File: src/hdl/flash_host_pkg.sv
`default_nettype none

package flash_host_pkg;

  // =====================================================================
  // bus widths
  localparam int ADDR_W = 18;
  localparam int DATA_W = 16;

  // =====================================================================
  // sector select field of the address (sector_select_low_bit..high_bit)
  localparam int SECTOR_LO_BIT = 12;
  localparam int SECTOR_HI_BIT = 17;
  localparam int SECTOR_W      = SECTOR_HI_BIT - SECTOR_LO_BIT + 1;

  // =====================================================================
  // status bit positions
  localparam int POLL_BIT   = 7;
  localparam int TOGGLE_BIT = 6;

  // =====================================================================
  // timing, as printed, and derived counts at 100 MHz
  localparam int CLK_PERIOD_NS           = 10;
  localparam int RESET_PULSE_MIN_NS      = 500;
  localparam int RESET_HIGH_BEFORE_RD_NS = 50;
  localparam int RESET_REC_BUSY_US       = 20;
  localparam int RESET_REC_IDLE_NS       = 500;
  localparam int RESET_SETUP_UNPROT_US   = 4;
  localparam int RESET_PULSE_CYC  = (RESET_PULSE_MIN_NS + CLK_PERIOD_NS - 1) / CLK_PERIOD_NS;
  localparam int RESET_HIGH_CYC   =
    (RESET_HIGH_BEFORE_RD_NS + CLK_PERIOD_NS - 1) / CLK_PERIOD_NS;
  localparam int REC_BUSY_CYC     = (RESET_REC_BUSY_US * 1000 + CLK_PERIOD_NS - 1) / CLK_PERIOD_NS;
  localparam int REC_IDLE_CYC     = (RESET_REC_IDLE_NS + CLK_PERIOD_NS - 1) / CLK_PERIOD_NS;
  localparam int UNPROT_SETUP_CYC =
    (RESET_SETUP_UNPROT_US * 1000 + CLK_PERIOD_NS - 1) / CLK_PERIOD_NS;
  // one bus cycle on the flash pins lasts this many clocks
  localparam int BUS_CYC          = 10;
  localparam int CNT_W            = 16;

  // =====================================================================
  // operations the user side may ask for
  typedef enum logic [2:0] {
    OP_READ        = 3'h0,
    OP_PROGRAM     = 3'h1,
    OP_CHIP_ERASE  = 3'h2,
    OP_SECTOR_ERASE = 3'h3,
    OP_RESET       = 3'h4,
    OP_UNPROTECT   = 3'h5
  } op_e;

  typedef struct packed {
    op_e                op;
    logic [ADDR_W-1:0]  addr;
    logic [DATA_W-1:0]  data;
  } req_s;

  typedef struct packed {
    logic               ok;
    logic               timeout;
    logic [DATA_W-1:0]  data;
  } rsp_s;

  // pins toward the flash
  typedef struct packed {
    logic              ce_n;
    logic              oe_n;
    logic              we_n;
    logic              reset_n;
    logic              unprotect_hv;
    logic [ADDR_W-1:0] addr;
    logic [DATA_W-1:0] dq_o;
    logic              dq_oe;
  } pins_s;

endpackage

`default_nettype wire

File: src/hdl/flash_bus_cycle.sv
`timescale 1ns/1ns
`default_nettype none

// one read or write cycle on the flash pins, fixed length
module flash_bus_cycle #(
  parameter int LEN = flash_host_pkg::BUS_CYC
) (
  input  wire logic                              clk,
  input  wire logic                              reset_n,
  input  wire logic                              start,
  input  wire logic                              write,
  input  wire logic [flash_host_pkg::ADDR_W-1:0] addr,
  input  wire logic [flash_host_pkg::DATA_W-1:0] wdata,
  input  wire logic [flash_host_pkg::DATA_W-1:0] dq_i,
  output logic                                   done,
  output logic [flash_host_pkg::DATA_W-1:0]      rdata,
  output logic                                   ce_n,
  output logic                                   oe_n,
  output logic                                   we_n,
  output logic [flash_host_pkg::ADDR_W-1:0]      addr_o,
  output logic [flash_host_pkg::DATA_W-1:0]      dq_o,
  output logic                                   dq_oe
);

  logic [7:0] cnt_q;
  logic       busy_q;
  logic       wr_q;

  // =====================================================================
  // sequencing
  always_ff @(posedge clk) begin
    if (!reset_n) begin
      busy_q <= 1'b0;
      cnt_q  <= 8'h00;
      wr_q   <= 1'b0;
      addr_o <= '0;
      dq_o   <= '0;
    end else if (start && !busy_q) begin
      busy_q <= 1'b1;
      cnt_q  <= 8'h00;
      wr_q   <= write;
      addr_o <= addr;
      dq_o   <= wdata;
    end else if (busy_q) begin
      cnt_q <= cnt_q + 8'h01;
      if (cnt_q == 8'(LEN - 1)) begin
        busy_q <= 1'b0;
      end
    end
  end

  // =====================================================================
  // strobes: address set up one clock before ce_n falls, two before oe_n/we_n; ce_n rises one clock after oe_n, two after we_n
  always_ff @(posedge clk) begin
    if (!reset_n) begin
      ce_n  <= 1'b1;
      oe_n  <= 1'b1;
      we_n  <= 1'b1;
      dq_oe <= 1'b0;
    end else begin
      ce_n  <= !(busy_q && cnt_q < 8'(LEN - 1));
      oe_n  <= !(busy_q && !wr_q && cnt_q >= 8'h01 && cnt_q < 8'(LEN - 2));
      we_n  <= !(busy_q && wr_q && cnt_q >= 8'h01 && cnt_q < 8'(LEN - 3));
      dq_oe <= busy_q && wr_q && cnt_q < 8'(LEN - 1);
    end
  end

  always_ff @(posedge clk) begin
    if (!reset_n) begin
      rdata <= '0;
      done  <= 1'b0;
    end else begin
      done <= busy_q && cnt_q == 8'(LEN - 1);
      // sample while oe_n is still low
      if (busy_q && !wr_q && cnt_q == 8'(LEN - 3)) begin
        rdata <= dq_i;
      end
    end
  end

endmodule

`default_nettype wire

File: src/hdl/flash_host_ctrl.sv
`timescale 1ns/1ns
`default_nettype none

module flash_host_ctrl #(
  parameter int REC_BUSY_CYC = flash_host_pkg::REC_BUSY_CYC,
  parameter int POLL_LIMIT   = 65535,
  parameter bit USE_TOGGLE   = 1'b0
) (
  input  wire logic                              clk,
  input  wire logic                              reset_n,
  input  wire logic                              req_valid,
  output logic                                   req_ready,
  input  wire flash_host_pkg::req_s              req,
  output logic                                   rsp_valid,
  output flash_host_pkg::rsp_s                   rsp,
  output flash_host_pkg::pins_s                  pins,
  input  wire logic [flash_host_pkg::DATA_W-1:0] dq_i,
  input  wire logic                              ready_busy_out
);

  typedef enum logic [3:0] {
    ST_IDLE    = 4'h0,
    ST_CMD     = 4'h1,
    ST_STATUS  = 4'h2,
    ST_CHECK   = 4'h3,
    ST_RST_LOW = 4'h4,
    ST_RST_REC = 4'h5,
    ST_UNPROT  = 4'h6,
    ST_READ    = 4'h7,
    ST_DONE    = 4'h8
  } state_e;

  state_e                              state_q;
  flash_host_pkg::req_s                req_q;
  logic [flash_host_pkg::CNT_W-1:0]    tcnt_q;
  logic [2:0]                          step_q;
  logic [2:0]                          nsteps;
  logic                                cyc_start;
  logic                                cyc_write;
  logic [flash_host_pkg::ADDR_W-1:0]   cyc_addr;
  logic [flash_host_pkg::DATA_W-1:0]   cyc_data;
  logic                                cyc_done;
  logic [flash_host_pkg::DATA_W-1:0]   cyc_rdata;
  logic                                prev_tog_q;
  logic                                have_prev_q;
  logic                                busy_op_q;
  logic                                ok_q;
  logic                                to_q;
  logic [flash_host_pkg::DATA_W-1:0]   rdata_q;
  logic                                unprot_q;
  logic                                rst_pin_q;

  // =====================================================================
  // command sequence table; the encodings are the common unlock set
  always_comb begin
    cyc_addr = 18'h00555;
    cyc_data = 16'h00aa;
    nsteps   = 3'h4;
    case (req_q.op)
      flash_host_pkg::OP_PROGRAM: begin
        case (step_q)
          3'h0: begin cyc_addr = 18'h00555; cyc_data = 16'h00aa; end
          3'h1: begin cyc_addr = 18'h002aa; cyc_data = 16'h0055; end
          3'h2: begin cyc_addr = 18'h00555; cyc_data = 16'h00a0; end
          default: begin cyc_addr = req_q.addr; cyc_data = req_q.data; end
        endcase
      end
      default: begin
        nsteps = 3'h6;
        case (step_q)
          3'h0, 3'h3: begin cyc_addr = 18'h00555; cyc_data = 16'h00aa; end
          3'h1, 3'h4: begin cyc_addr = 18'h002aa; cyc_data = 16'h0055; end
          3'h2: begin cyc_addr = 18'h00555; cyc_data = 16'h0080; end
          default: begin
            if (req_q.op == flash_host_pkg::OP_SECTOR_ERASE) begin
              // only the sector field of the address selects the sector
              cyc_addr = '0;
              cyc_addr[flash_host_pkg::SECTOR_HI_BIT:flash_host_pkg::SECTOR_LO_BIT] =
                req_q.addr[flash_host_pkg::SECTOR_HI_BIT:flash_host_pkg::SECTOR_LO_BIT];
              cyc_data = 16'h0030;
            end else begin
              cyc_addr = 18'h00555;
              cyc_data = 16'h0010;
            end
          end
        endcase
      end
    endcase
  end

  assign cyc_write = (state_q == ST_CMD);
  // no restart in the done cycle: step and state have not moved on yet, so a restart
  // there would repeat the old command word or read before the result is judged
  assign cyc_start = ((state_q == ST_CMD) || (state_q == ST_STATUS) || (state_q == ST_READ))
                     && !cyc_done;

  flash_bus_cycle u_cycle (
    .clk     (clk),
    .reset_n (reset_n),
    .start   (cyc_start),
    .write   (cyc_write),
    // status reads use the target address for polling; toggle reads use it too, harmless
    .addr    ((state_q == ST_CMD) ? cyc_addr : req_q.addr),
    .wdata   (cyc_data),
    .dq_i    (dq_i),
    .done    (cyc_done),
    .rdata   (cyc_rdata),
    .ce_n    (pins.ce_n),
    .oe_n    (pins.oe_n),
    .we_n    (pins.we_n),
    .addr_o  (pins.addr),
    .dq_o    (pins.dq_o),
    .dq_oe   (pins.dq_oe)
  );

  assign pins.reset_n      = rst_pin_q;
  assign pins.unprotect_hv = unprot_q;
  // new work only in idle, so a command overlaps a running algorithm only after a poll timeout
  assign req_ready = (state_q == ST_IDLE);

  // =====================================================================
  // main sequencer
  always_ff @(posedge clk) begin
    if (!reset_n) begin
      state_q     <= ST_IDLE;
      req_q       <= '0;
      step_q      <= 3'h0;
      tcnt_q      <= '0;
      prev_tog_q  <= 1'b0;
      have_prev_q <= 1'b0;
      busy_op_q   <= 1'b0;
      ok_q        <= 1'b0;
      to_q        <= 1'b0;
      rdata_q     <= '0;
      rst_pin_q   <= 1'b1;
      unprot_q    <= 1'b0;
    end else begin
      case (state_q)
        ST_IDLE: begin
          step_q      <= 3'h0;
          tcnt_q      <= '0;
          have_prev_q <= 1'b0;
          if (req_valid) begin
            req_q <= req;
            ok_q  <= 1'b1;
            to_q  <= 1'b0;
            case (req.op)
              flash_host_pkg::OP_READ: state_q <= ST_READ;
              flash_host_pkg::OP_RESET: begin
                rst_pin_q <= 1'b0;
                state_q   <= ST_RST_LOW;
              end
              flash_host_pkg::OP_UNPROTECT: begin
                // each request flips the pin; taking it low again ends the unprotect window
                unprot_q <= !unprot_q;
                state_q  <= ST_UNPROT;
              end
              default: state_q <= ST_CMD;
            endcase
          end
        end
        ST_CMD: begin
          if (cyc_done) begin
            if (step_q == nsteps - 3'h1) begin
              busy_op_q <= 1'b1;
              state_q   <= ST_STATUS;
            end else begin
              step_q <= step_q + 3'h1;
            end
          end
        end
        ST_STATUS: begin
          if (cyc_done) begin
            state_q <= ST_CHECK;
          end
        end
        ST_CHECK: begin
          state_q <= ST_STATUS;
          tcnt_q  <= tcnt_q + 1'b1;
          if (USE_TOGGLE) begin
            // a bit that stops flipping between two reads means done
            prev_tog_q  <= cyc_rdata[flash_host_pkg::TOGGLE_BIT];
            have_prev_q <= 1'b1;
            if (have_prev_q && prev_tog_q == cyc_rdata[flash_host_pkg::TOGGLE_BIT]) begin
              busy_op_q <= 1'b0;
              state_q   <= ST_DONE;
            end
          end else if (req_q.op == flash_host_pkg::OP_PROGRAM) begin
            if (cyc_rdata[flash_host_pkg::POLL_BIT] ==
                req_q.data[flash_host_pkg::POLL_BIT]) begin
              busy_op_q <= 1'b0;
              state_q   <= ST_DONE;
            end
          end else if (cyc_rdata[flash_host_pkg::POLL_BIT]) begin
            busy_op_q <= 1'b0;
            state_q   <= ST_DONE;
          end
          if (tcnt_q == flash_host_pkg::CNT_W'(POLL_LIMIT)) begin
            // gives up rather than hang; software may then pulse reset
            ok_q    <= 1'b0;
            to_q    <= 1'b1;
            state_q <= ST_DONE;
          end
        end
        ST_RST_LOW: begin
          tcnt_q <= tcnt_q + 1'b1;
          if (tcnt_q == flash_host_pkg::CNT_W'(flash_host_pkg::RESET_PULSE_CYC - 1)) begin
            rst_pin_q <= 1'b1;
            tcnt_q    <= '0;
            state_q   <= ST_RST_REC;
          end
        end
        ST_RST_REC: begin
          // the wait covers recovery from low and the high time before a read
          tcnt_q <= tcnt_q + 1'b1;
          if ((busy_op_q &&
               tcnt_q >= flash_host_pkg::CNT_W'(REC_BUSY_CYC)) ||
              (!busy_op_q && tcnt_q >= flash_host_pkg::CNT_W'(
                 flash_host_pkg::REC_IDLE_CYC + flash_host_pkg::RESET_HIGH_CYC))) begin
            busy_op_q <= 1'b0;
            state_q   <= ST_DONE;
          end
        end
        ST_UNPROT: begin
          tcnt_q <= tcnt_q + 1'b1;
          if (tcnt_q == flash_host_pkg::CNT_W'(flash_host_pkg::UNPROT_SETUP_CYC - 1)) begin
            state_q <= ST_DONE;
          end
        end
        ST_READ: begin
          if (cyc_done) begin
            rdata_q <= cyc_rdata;
            state_q <= ST_DONE;
          end
        end
        ST_DONE: state_q <= ST_IDLE;
        default: state_q <= ST_IDLE;
      endcase
    end
  end

  assign rsp_valid    = (state_q == ST_DONE);
  assign rsp.ok       = ok_q;
  assign rsp.timeout  = to_q;
  assign rsp.data     = rdata_q;

endmodule

`default_nettype wire

File: config.mk
export PLATFORM = sky130hd
export DESIGN_NAME = flash_host_ctrl
export DESIGN_NICKNAME = d
export VERILOG_FILES = /design/src/hdl/flash_host_pkg.sv /design/src/hdl/flash_bus_cycle.sv /design/src/hdl/flash_host_ctrl.sv
export SDC_FILE = /design/constraint.sdc
export NUM_CORES = 1
export LEC_CHECK = 0
export ABC_CLOCK_PERIOD_IN_PS = 2580
export BUFFER_PORTS_ARGS = -buffer_cell sky130_fd_sc_hd__buf_2
export CAP_MARGIN = 20
export CORE_AREA = 2 2 110 112
export CTS_CLUSTER_DIAMETER = 120
export CTS_CLUSTER_SIZE = 14
export DETAILED_ROUTE_END_ITERATION = 8
export DIE_AREA = 0 0 112 114
export PLACE_DENSITY = 0.77
export RECOVER_POWER = 100
export SETUP_SLACK_MARGIN = 0.02
export SLEW_MARGIN = 20
export SYNTH_ARGS = -nofsm -noshare
export SYNTH_HDL_FRONTEND = slang
export SYNTH_SLANG_ARGS = --single-unit
File: constraint.sdc
create_clock -name clk -period 2.58 [get_ports clk]
set_clock_uncertainty 0.05 [all_clocks]
set_input_delay 0.129 -clock clk [delete_from_list [all_inputs] [get_ports clk]]
set_output_delay 0.129 -clock clk [all_outputs]
set_load 0.01 [all_outputs]
* After elaboration in Yosys (flattened, before gate mapping) *
Index checks and enable logic that the tools add are counted.

word-level totals
  register bits = 146
  latch bits = 0
  memory bits (writable) = 0
  ROM bits = 0
  input port bits = 57
  output and inout port bits = 60
  memories = 0

operators by class
  add/subtract/negate cells = 4
  multiply operators = 0
  div/mod/pow operators = 0
  order comparisons = 6
  eq/ne operators = 36
  shift operators = 0
  multiplexer cells = 49
  bitwise gates (word level) = 1
  reductions and logical operators = 47

operators with widths
  cell                   count
  $pmux 16 s3            2
  $pmux 18 s2            2
  $mux 18                3
  $mux 4                 12
  $mux 16                2
  $pmux 4 s8             1
  $pmux 8 s3             1
  $add 16x1->16 const B  1
  $eq 16x16->1 const B   1
  $eq 16x6->1 const B    1
  $eq 16x9->1 const B    1
  $eq 4x3->1 const B     4
  $ge 16x11->1 const B   1
  $ge 16x6->1 const B    1
  $lt 8x4->1 const B     2
  $mux 1                 16
  $ne 2x2->1 const B     8
  $logic_and 1x1->1      14
  $eq 3x2->1 const B     3
  $eq 3x3->1 const B     3
  $pmux 3 s3             1
  $reduce_and 3->1       3
  $add 8x1->8 const B    1
  $eq 4x2->1 const B     2
  33 further kinds       57

* Logic depth before layout (Yosys ltp) *
Gate-level depths: netlist of the first run.

  word-level depth = 7
  gate-level depth with buffers = 10
  mapped depth without buffers = 7

* By module *
A second synthesis of the first run with hierarchy kept.

unflattened totals
  cell total of the unflattened synthesis = 750
  area, all modules = 6403.6 um2

modules (own cells, without submodules)
  module           times used  cells each  area each (um2)  sequential area each (um2)
  flash_host_ctrl  1           533         4117.7           1621.6
  flash_bus_cycle  1           217         2285.9           1301.2

* Worst setup path before layout of the first run *
No wires, ideal clock.

  kind = register to register
  from = reg tcnt_q[6] in the netlist's numbering
  to = reg tcnt_q[10] in the netlist's numbering
  data arrival time = 2.107 ns
  path slack = 0.308 ns
  cell stages (with the launch flop) = 7
  period minus slack after synthesis = 2.272 ns
  cell sequence = dfxtp_1 > or4_1 > or4_4 > o31ai_4 > a31o_2 > buf_6 > nor2_1

between the ends
  word-level cells in the longest chain between the ends = 3

ends and longest elaborated chain
  item                                          RTL line                RTL
  start, declared                               flash_host_ctrl.sv:35   logic [flash_host_pkg::CNT_W-1:0] tcnt_q;
  start signal, assigned                        flash_host_ctrl.sv:179  tcnt_q <= tcnt_q + 1'b1;
  start signal, assigned                        flash_host_ctrl.sv:206  tcnt_q <= tcnt_q + 1'b1;
  start signal, assigned                        flash_host_ctrl.sv:215  tcnt_q <= tcnt_q + 1'b1;
  $add 16x1->16 or $eq 16x6->1 (tied branches)  -
  $mux 16                                       flash_host_ctrl.sv:207  if (tcnt_q == flash_host_pkg::CNT_W'(flash_host_pkg::RESET_PULSE_CYC - 1)) begin
  $pmux 16 s3 (*)                               flash_host_ctrl.sv:138  case (state_q)

Mark *: on every way between the ends. The rest lies on a longest branch, timed or not.
A chain may end at the register's enable or synchronous reset.

* Worst setup path after layout of the first run *
  from = reg tcnt_q[6] in the netlist's numbering
  to = reg state_q[3]

between the ends
  word-level cells in the longest chain between the ends = 5

ends and longest elaborated chain
  item                                         RTL line                                        RTL
  $ge 16x11->1 or $ge 16x6->1 (tied branches)  flash_host_ctrl.sv:217, flash_host_ctrl.sv:218
  $logic_and 1x1->1 (on tied branches)         flash_host_ctrl.sv:216, flash_host_ctrl.sv:218
  $logic_or 1x1->1                             flash_host_ctrl.sv:217                          tcnt_q >= flash_host_pkg::CNT_W'(REC_BUSY_CYC)) ||
  $ne 2x2->1 (no source line)                  -
  $reduce_and 8->1 (no source line)            -
  end signal, assigned                         flash_host_ctrl.sv:221                          state_q <= ST_DONE;
  end signal, assigned                         flash_host_ctrl.sv:227                          state_q <= ST_DONE;
  end signal, assigned                         flash_host_ctrl.sv:233                          state_q <= ST_DONE;
  end, declared                                flash_host_ctrl.sv:33                           state_e state_q;

Parallel ways exist; a longest one is shown, timed or not.

==> impl_metrics.csv, run 1 <==
group,metric,value,unit
routing,drtAntennaViolNets,0,
grt,grt_usage,0.2516,
routing,vias,5848,
clock_tree,postCtsSetupRepairBufs,0,
cells_and_area,final_cell_mix,"nand2_1 (189), dfxtp_1 (146), a21oi_1 (98)",
synthesis,yosys_most_used_dff,"dfxtp_1",
worst_setup_path,slowest_stage,"or4_1",
sta,fmax,406.5,MHz
power_and_ir_drop,seq_power_share,0.396,
floorplan,initial_core_util,0.5285,
power_and_ir_drop,p_comb_frac,0.241,
placed_design,place_hpwl,9967,um
routing,drtIter0Drc,458,
grt,grt_pass1_vias,5445,
synthesis,synthArstFlopShare,0,
cells_and_area,num-fill-cells,960,
synthesis,synth_seq_cells,146,
sta,rsz0062_at_grt,"false",
power_and_ir_drop,vdd_drop_max,645.4,uV
worst_setup_path,crit_buf_inv,0,
floorplan,die_x,112,um
run_status,status,"finished clean",
worst_setup_path,end_kind,"flip-flop",
power_and_ir_drop,powerDensity,874.6,nW/um^2
worst_setup_path,worstSetupStartpointType,"flip-flop",
clock_tree,clk_pin_slew,60,ps
sta,hold_violations,0,
routing,route.detailed.drc,0,
power_and_ir_drop,power_switching,2.219,mW
synthesis,syn_nets,834,
routing,vias_per_cell,5.405,
floorplan,rows,40,
synthesis,synth_area,6190,sq um
worst_setup_path,slowest_delay,550,ps
clock_tree,cts_sinks,146,
cells_and_area,multiInputGateArea,2965,sq um
power_and_ir_drop,p_int,4.725,mW
sta,setup-tns-final,0,ps
synthesis,ys_seq_area_frac,0.4722,
run,cap_violations,0,
clock_tree,cts_buffers,17,
worst_setup_path,crit_required,2850,ps
floorplan,die_y,114,um
sta,tightest_slew,727.4,ps
clock_tree,clockRootBuffer,"clkbuf_16",
cells_and_area,antenna_cells,0,
synthesis,yosysTopAreaCellShare,0.4722,
power_and_ir_drop,p_sw_frac,0.3196,
placed_design,portBuffers,115,
synthesis,ys_types,61,
cells_and_area,seqCellArea,2923,sq um
sta,finalMaxSlewViolations,0,
synthesis,yosys.area.top_type,"dfxtp_1",
grt,grt_max_degree,46,
synthesis,syn_area_per_cell,8.081,sq um
synthesis,syn_inst,766,
worst_hold_path,hold_class,"primary input to flip-flop",
routing,drt_first_pass_iters,6,
power_and_ir_drop,clock_power_share,0.364,
worst_setup_path,worstPathArrival,2730,ps
sta,fin_crit,2460,ps
clock_tree,clockBufferDepth,2,
sta,whs,101.4,ps
floorplan,core,11710,sq um
grt,grt-ovfl-total,0,
worst_setup_path,critPathMaxFanout,5,
placed_design,place_congestion,0.8785,
synthesis,synthTopCellsByArea,"dfxtp_1 (47%), nand2_1 (11%), a21oi_1 (7.9%)",
clock_tree,insertion_delay,430,ps
worst_setup_path,critical_path_class,"flip-flop to flip-flop",
sta,finalSetupViolations,0,
cells_and_area,nNetsFinal,990,
grt,antenna_found_initial,0,
power_and_ir_drop,p_leak,2.955,nW
worst_setup_path,crit_family,"simple AND/OR/NAND/NOR gates",
clock_tree,cts_tree,"built",
cells_and_area,drive_gt1_frac,0.1294,
worst_setup_path,path_cells,"or4_1, or4_4, o31ai_4, nand4_2, a2111oi_2",
sta,relSlewSlack,0.5146,
sta,finalCritPeriodShare,0.9535,
clock_tree,htree_levels,4,
synthesis,synth_edf_count,0,
floorplan,ios,117,
routing,wl_per_cell,15.00,um
grt,grt_pass1_wl,25940,um
floorplan,die-area,12770,sq um
cells_and_area,final_common_cell,"nand2_1",
routing,wirelength,16230,um
synthesis,ys.warnings.count,0,
cells_and_area,synthToLayoutAreaGrowth,28.26,%
==> logic make-up after synthesis <==
family	count (synthesis)	share of synthesized area
AOI/OAI and AO/OA	175	0.1716
xor gates and xnor gates	25	0.03537
adders and majority gates	11	0.02224
buffers and inverters	73	0.05053
DFF	146	0.4722
muxes	7	0.01172
and+or+nand+nor	329	0.2363
==> state kept, by name, summed over array words and instances, names as in the netlist, 3 cells and up <==
name            flops
u_cycle.rdata      16
tcnt_q             16
u_cycle.cnt_q       8
u_cycle.addr_o     18
req_q              37
rdata_q            16
step_q              3
state_q             4
u_cycle.dq_o       16
==> per-layer routing <==
layer / vias to the layer above / track usage / part of all wire
li1: 2917 / - / -
met1: 2681 / 0.3183 / 0.44
met2: 218 / 0.4117 / 0.48
met3: 32 / 0.06270 / 0.062
met4: 0 / 0.1089 / 0.022
met5: - / 0 / 0
==> worst register-to-register path: cells and delay by family (launching register included) <==
kind	cells	cell delay [ps]
and+or+nand+nor	3	1300
AOI/OAI and AO/OA	2	650
DFF	1	360
==> timing repair <==
action                                  4_1_cts  5_1_grt
endpoints found under the setup margin        0       15
hold buffers                                 53        0
endpoints found under the hold margin        54        0
resized for setup                             0        1
==> through the flow <==
step                        util  setup WS (ps)  area, sq um  power, mW  cells
after floorplan                -          308.3         6190      3.859    766
after CTS                 0.6860          69.62         8034      6.978   1082
after global routing      0.6779          41.19         7939      7.281   1082
after global placement    0.5887          127.2         6894      4.357    997
after detailed placement  0.5887          90.33         6894      4.387    997
final                     0.6779          119.9         7939      6.943   1082
==> Yosys cell counts, types with 2 or more instances <==
master / instances
nor4_1: 8
or3_1: 2
o22ai_1: 2
a21oi_1: 98
mux2i_1: 5
nand4_1: 8
xor2_1: 6
clkbuf_1: 43
mux2_2: 2
nand2b_1: 4
nand2_1: 189
nor2b_1: 5
o211ai_1: 4
a211oi_1: 2
a21o_1: 4
o311ai_0: 5
nand3_1: 14
nor2_1: 55
nor4b_1: 2
xnor2_1: 19
dfxtp_1: 146
and2_1: 4
a22o_1: 14
nand3b_1: 4
o21ai_0: 29
buf_1: 3
and3_1: 4
or2_2: 2
or4_1: 5
nor3_1: 15
buf_4: 8
ha_1: 11
inv_1: 16
==> path summary, 6_finish.rpt <==
path,from,end,slack [ps],cells past startpoint
hold / removal,reset_n,rst_pin_q$_SDFFE_PN1P_,100,3
setup / recovery,tcnt_q[6]$_SDFFE_PN0P_,state_q[3]$_SDFFE_PN0P_,120,5
hold reg to reg,u_cycle.rdata[5]$_SDFFE_PN0P_,rdata_q[5]$_SDFFE_PN0P_,400,2
setup reg to reg,tcnt_q[6]$_SDFFE_PN0P_,state_q[3]$_SDFFE_PN0P_,120,5
==> area by class of cell <==
cell class / instances / share of cell area
Timing Repair Buffer: 193 / 0.1504
Clock buffer: 20 / 0.05753
Clock inverter: 12 / 0.01923
Sequential cell: 146 / 0.3682
Tap cell: 147 / 0.02317
Inverter: 17 / 0.008038
Multi-Input combinational cell: 547 / 0.3735
==> power by group through the flow <==
stage	combinational [mW]	clock, mW	sequential (mW)
2_1_floorplan	1.10	0	2.76
3_3_place_gp	1.59	0	2.77
3_5_place_dp	1.61	0	2.78
4_1_cts	1.69	2.55	2.73
5_1_grt	1.84	2.66	2.78
6_report	1.67	2.53	2.75
No activity file was read; power rests on OpenSTA's default activity.
==> run 2: changes to the inputs <==
--- a/config.mk
+++ b/config.mk
@@ -14,7 +14,7 @@
 export DETAILED_ROUTE_END_ITERATION = 8
 export DIE_AREA = 0 0 112 114
 export PLACE_DENSITY = 0.77
-export RECOVER_POWER = 100
+export RECOVER_POWER = 50
 export SETUP_SLACK_MARGIN = 0.02
 export SLEW_MARGIN = 20
 export SYNTH_ARGS = -nofsm -noshare
==> run 2 against run 1 <==
Compared with the run above:
- global-route usage unchanged
- final area up 0.13%
- worst hold slack better by 11 ps
- cell count unchanged
- via count up 0.15%
- sequential power about the same
- setup slack worse by 29 ps
- critical path type unchanged
==> impl_metrics.csv, run 2 (synthesis gave the netlist of run 1 again) <==
group,metric,value,unit
grt,grt_max_degree,46,
clock_tree,postCtsSetupRepairBufs,0,
cells_and_area,nNetsFinal,990,
clock_tree,cts_tree,"built",
routing,drtIter0Drc,499,
sta,fmax,401.8,MHz
floorplan,die_y,114,um
worst_setup_path,worstPathArrival,2750,ps
sta,setup-tns-final,0,ps
sta,tightest_slew,707.4,ps
clock_tree,htree_levels,4,
sta,relSlewSlack,0.5279,
cells_and_area,final_cell_mix,"nand2_1 (189), dfxtp_1 (146), a21oi_1 (98)",
run,cap_violations,0,
clock_tree,clockBufferDepth,2,
grt,grt_usage,0.2516,
floorplan,rows,40,
power_and_ir_drop,vdd_drop_max,648.0,uV
sta,rsz0062_at_grt,"false",
cells_and_area,largest_reg_flops,37,
floorplan,ios,117,
clock_tree,cts_sinks,146,
power_and_ir_drop,powerDensity,875.9,nW/um^2
worst_setup_path,crit_required,2840,ps
placed_design,place_congestion,0.8785,
grt,grt_pass1_vias,5445,
cells_and_area,antenna_cells,0,
worst_hold_path,hold_class,"primary input to flip-flop",
cells_and_area,reg_top3,"req_q: 37 flops, u_cycle.addr_o: 18 flops",
routing,wl_per_cell,15.02,um
routing,route.detailed.drc,0,
grt,antenna_found_initial,0,
cells_and_area,fin_util,0.6787,
routing,vias_per_cell,5.413,
run_status,status,"finished clean",
worst_setup_path,worstSetupStartpointType,"flip-flop",
cells_and_area,layoutNonFillerInstCount,1082,
sta,fin_crit,2489,ps
power_and_ir_drop,p_leak,2.963,nW
clock_tree,insertion_delay,420,ps
floorplan,die-area,12770,sq um
grt,grt_pass1_wl,25940,um
sta,finalCritPeriodShare,0.9647,
placed_design,place_inst,997,
grt,grt-ovfl-total,0,
placed_design,dpl_cell_area,6894,sq um
cells_and_area,num-fill-cells,959,
cells_and_area,top_register,"req_q",
worst_setup_path,critPathMaxFanout,5,
routing,drt_first_pass_iters,5,
worst_setup_path,critical_path_class,"flip-flop to flip-flop",
floorplan,core,11710,sq um
cells_and_area,drive_gt1_frac,0.1326,
power_and_ir_drop,power,6.963,mW
cells_and_area,final_common_cell,"nand2_1",
routing,vias,5857,
worst_setup_path,end_kind,"flip-flop",
sta,finalMaxSlewViolations,0,
routing,wirelength,16250,um
clock_tree,clk_pin_slew,60,ps
cells_and_area,synthToLayoutAreaGrowth,28.42,%
floorplan,initial_core_util,0.5285,
sta,finalSetupViolations,0,
clock_tree,clockRootBuffer,"clkbuf_16",
placed_design,place_hpwl,9967,um
clock_tree,cts_buffers,17,
cells_and_area,design_area,7949,sq um
floorplan,die_x,112,um
sta,hold_violations,0,
placed_design,portBuffers,115,
routing,drtAntennaViolNets,0,
-- run 2: changes by cell type in the layout (fill, tap and decap cells not counted), sizes merged --
cell    previous run  this run
clkbuf            88        84
buf               72        76
-- run 2: final cells by class --
cell class	count	area [sq um]	share of cell area
clock buffers	20	456.7	0.05745
well taps	147	183.9	0.02314
flip-flops and latches	146	2923	0.3677
multi-input cells	547	2965	0.3731
inverters	17	63.81	0.008028
clock inverters	12	152.6	0.01920
repair buffers	193	1204	0.1514
-- run 2: power breakdown --
group          total [mW]  switching [mW]  internal, mW
Sequential           2.75           0.206          2.54
Clock                2.53           0.957          1.58
Combinational        1.68            1.06         0.619
Total                6.96            2.23          4.74
-- run 2: worst max-delay path, cell delays in order (launching register included) --
cell       delay, ps
dfxtp_1          360
or4_1            550
or4_1            580
a32oi_1          340
nand4_2          230
a2111oi_2        270
-- run 2: path summary, 6_finish.rpt --
| kind | from | endpoint | cells after the start | slack (ps) |
|---|---|---|---|---|
| setup / recovery | tcnt_q[6]$_SDFFE_PN0P_ | state_q[3]$_SDFFE_PN0P_ | 5 | 90 |
| hold / removal | reset_n | rst_pin_q$_SDFFE_PN1P_ | 3 | 110 |
| setup reg to reg | tcnt_q[6]$_SDFFE_PN0P_ | state_q[3]$_SDFFE_PN0P_ | 5 | 90 |
| hold reg to reg | u_cycle.rdata[5]$_SDFFE_PN0P_ | rdata_q[5]$_SDFFE_PN0P_ | 2 | 400 |
-- run 2: repair_timing --
action                                  in CTS  in global routing
endpoints found under the setup margin       0                 15
hold endpoints to repair                    54                  0
hold buffers                                53                  0
gates resized for setup                      0                  1
-- run 2: through the flow --
stage	setup slack, ps	hold slack, ps
final	91.01	112.4
after global routing	60.74	120.9
after CTS	69.62	98.14
after detailed placement	90.33	325.6
after global placement	127.2	322.3
after floorplan	308.3	215.0
-- run 2: routing by layer --
layer  vias to the layer above  track usage  routed length, um  part of all wire
met2                       235       0.4117               7693              0.47
li1                       2916            -                  -                 -
met5                         -            0                  0                 0
met3                        35      0.06270               1003             0.062
met4                         0       0.1089                345             0.021
met1                      2671       0.3183               7206              0.44
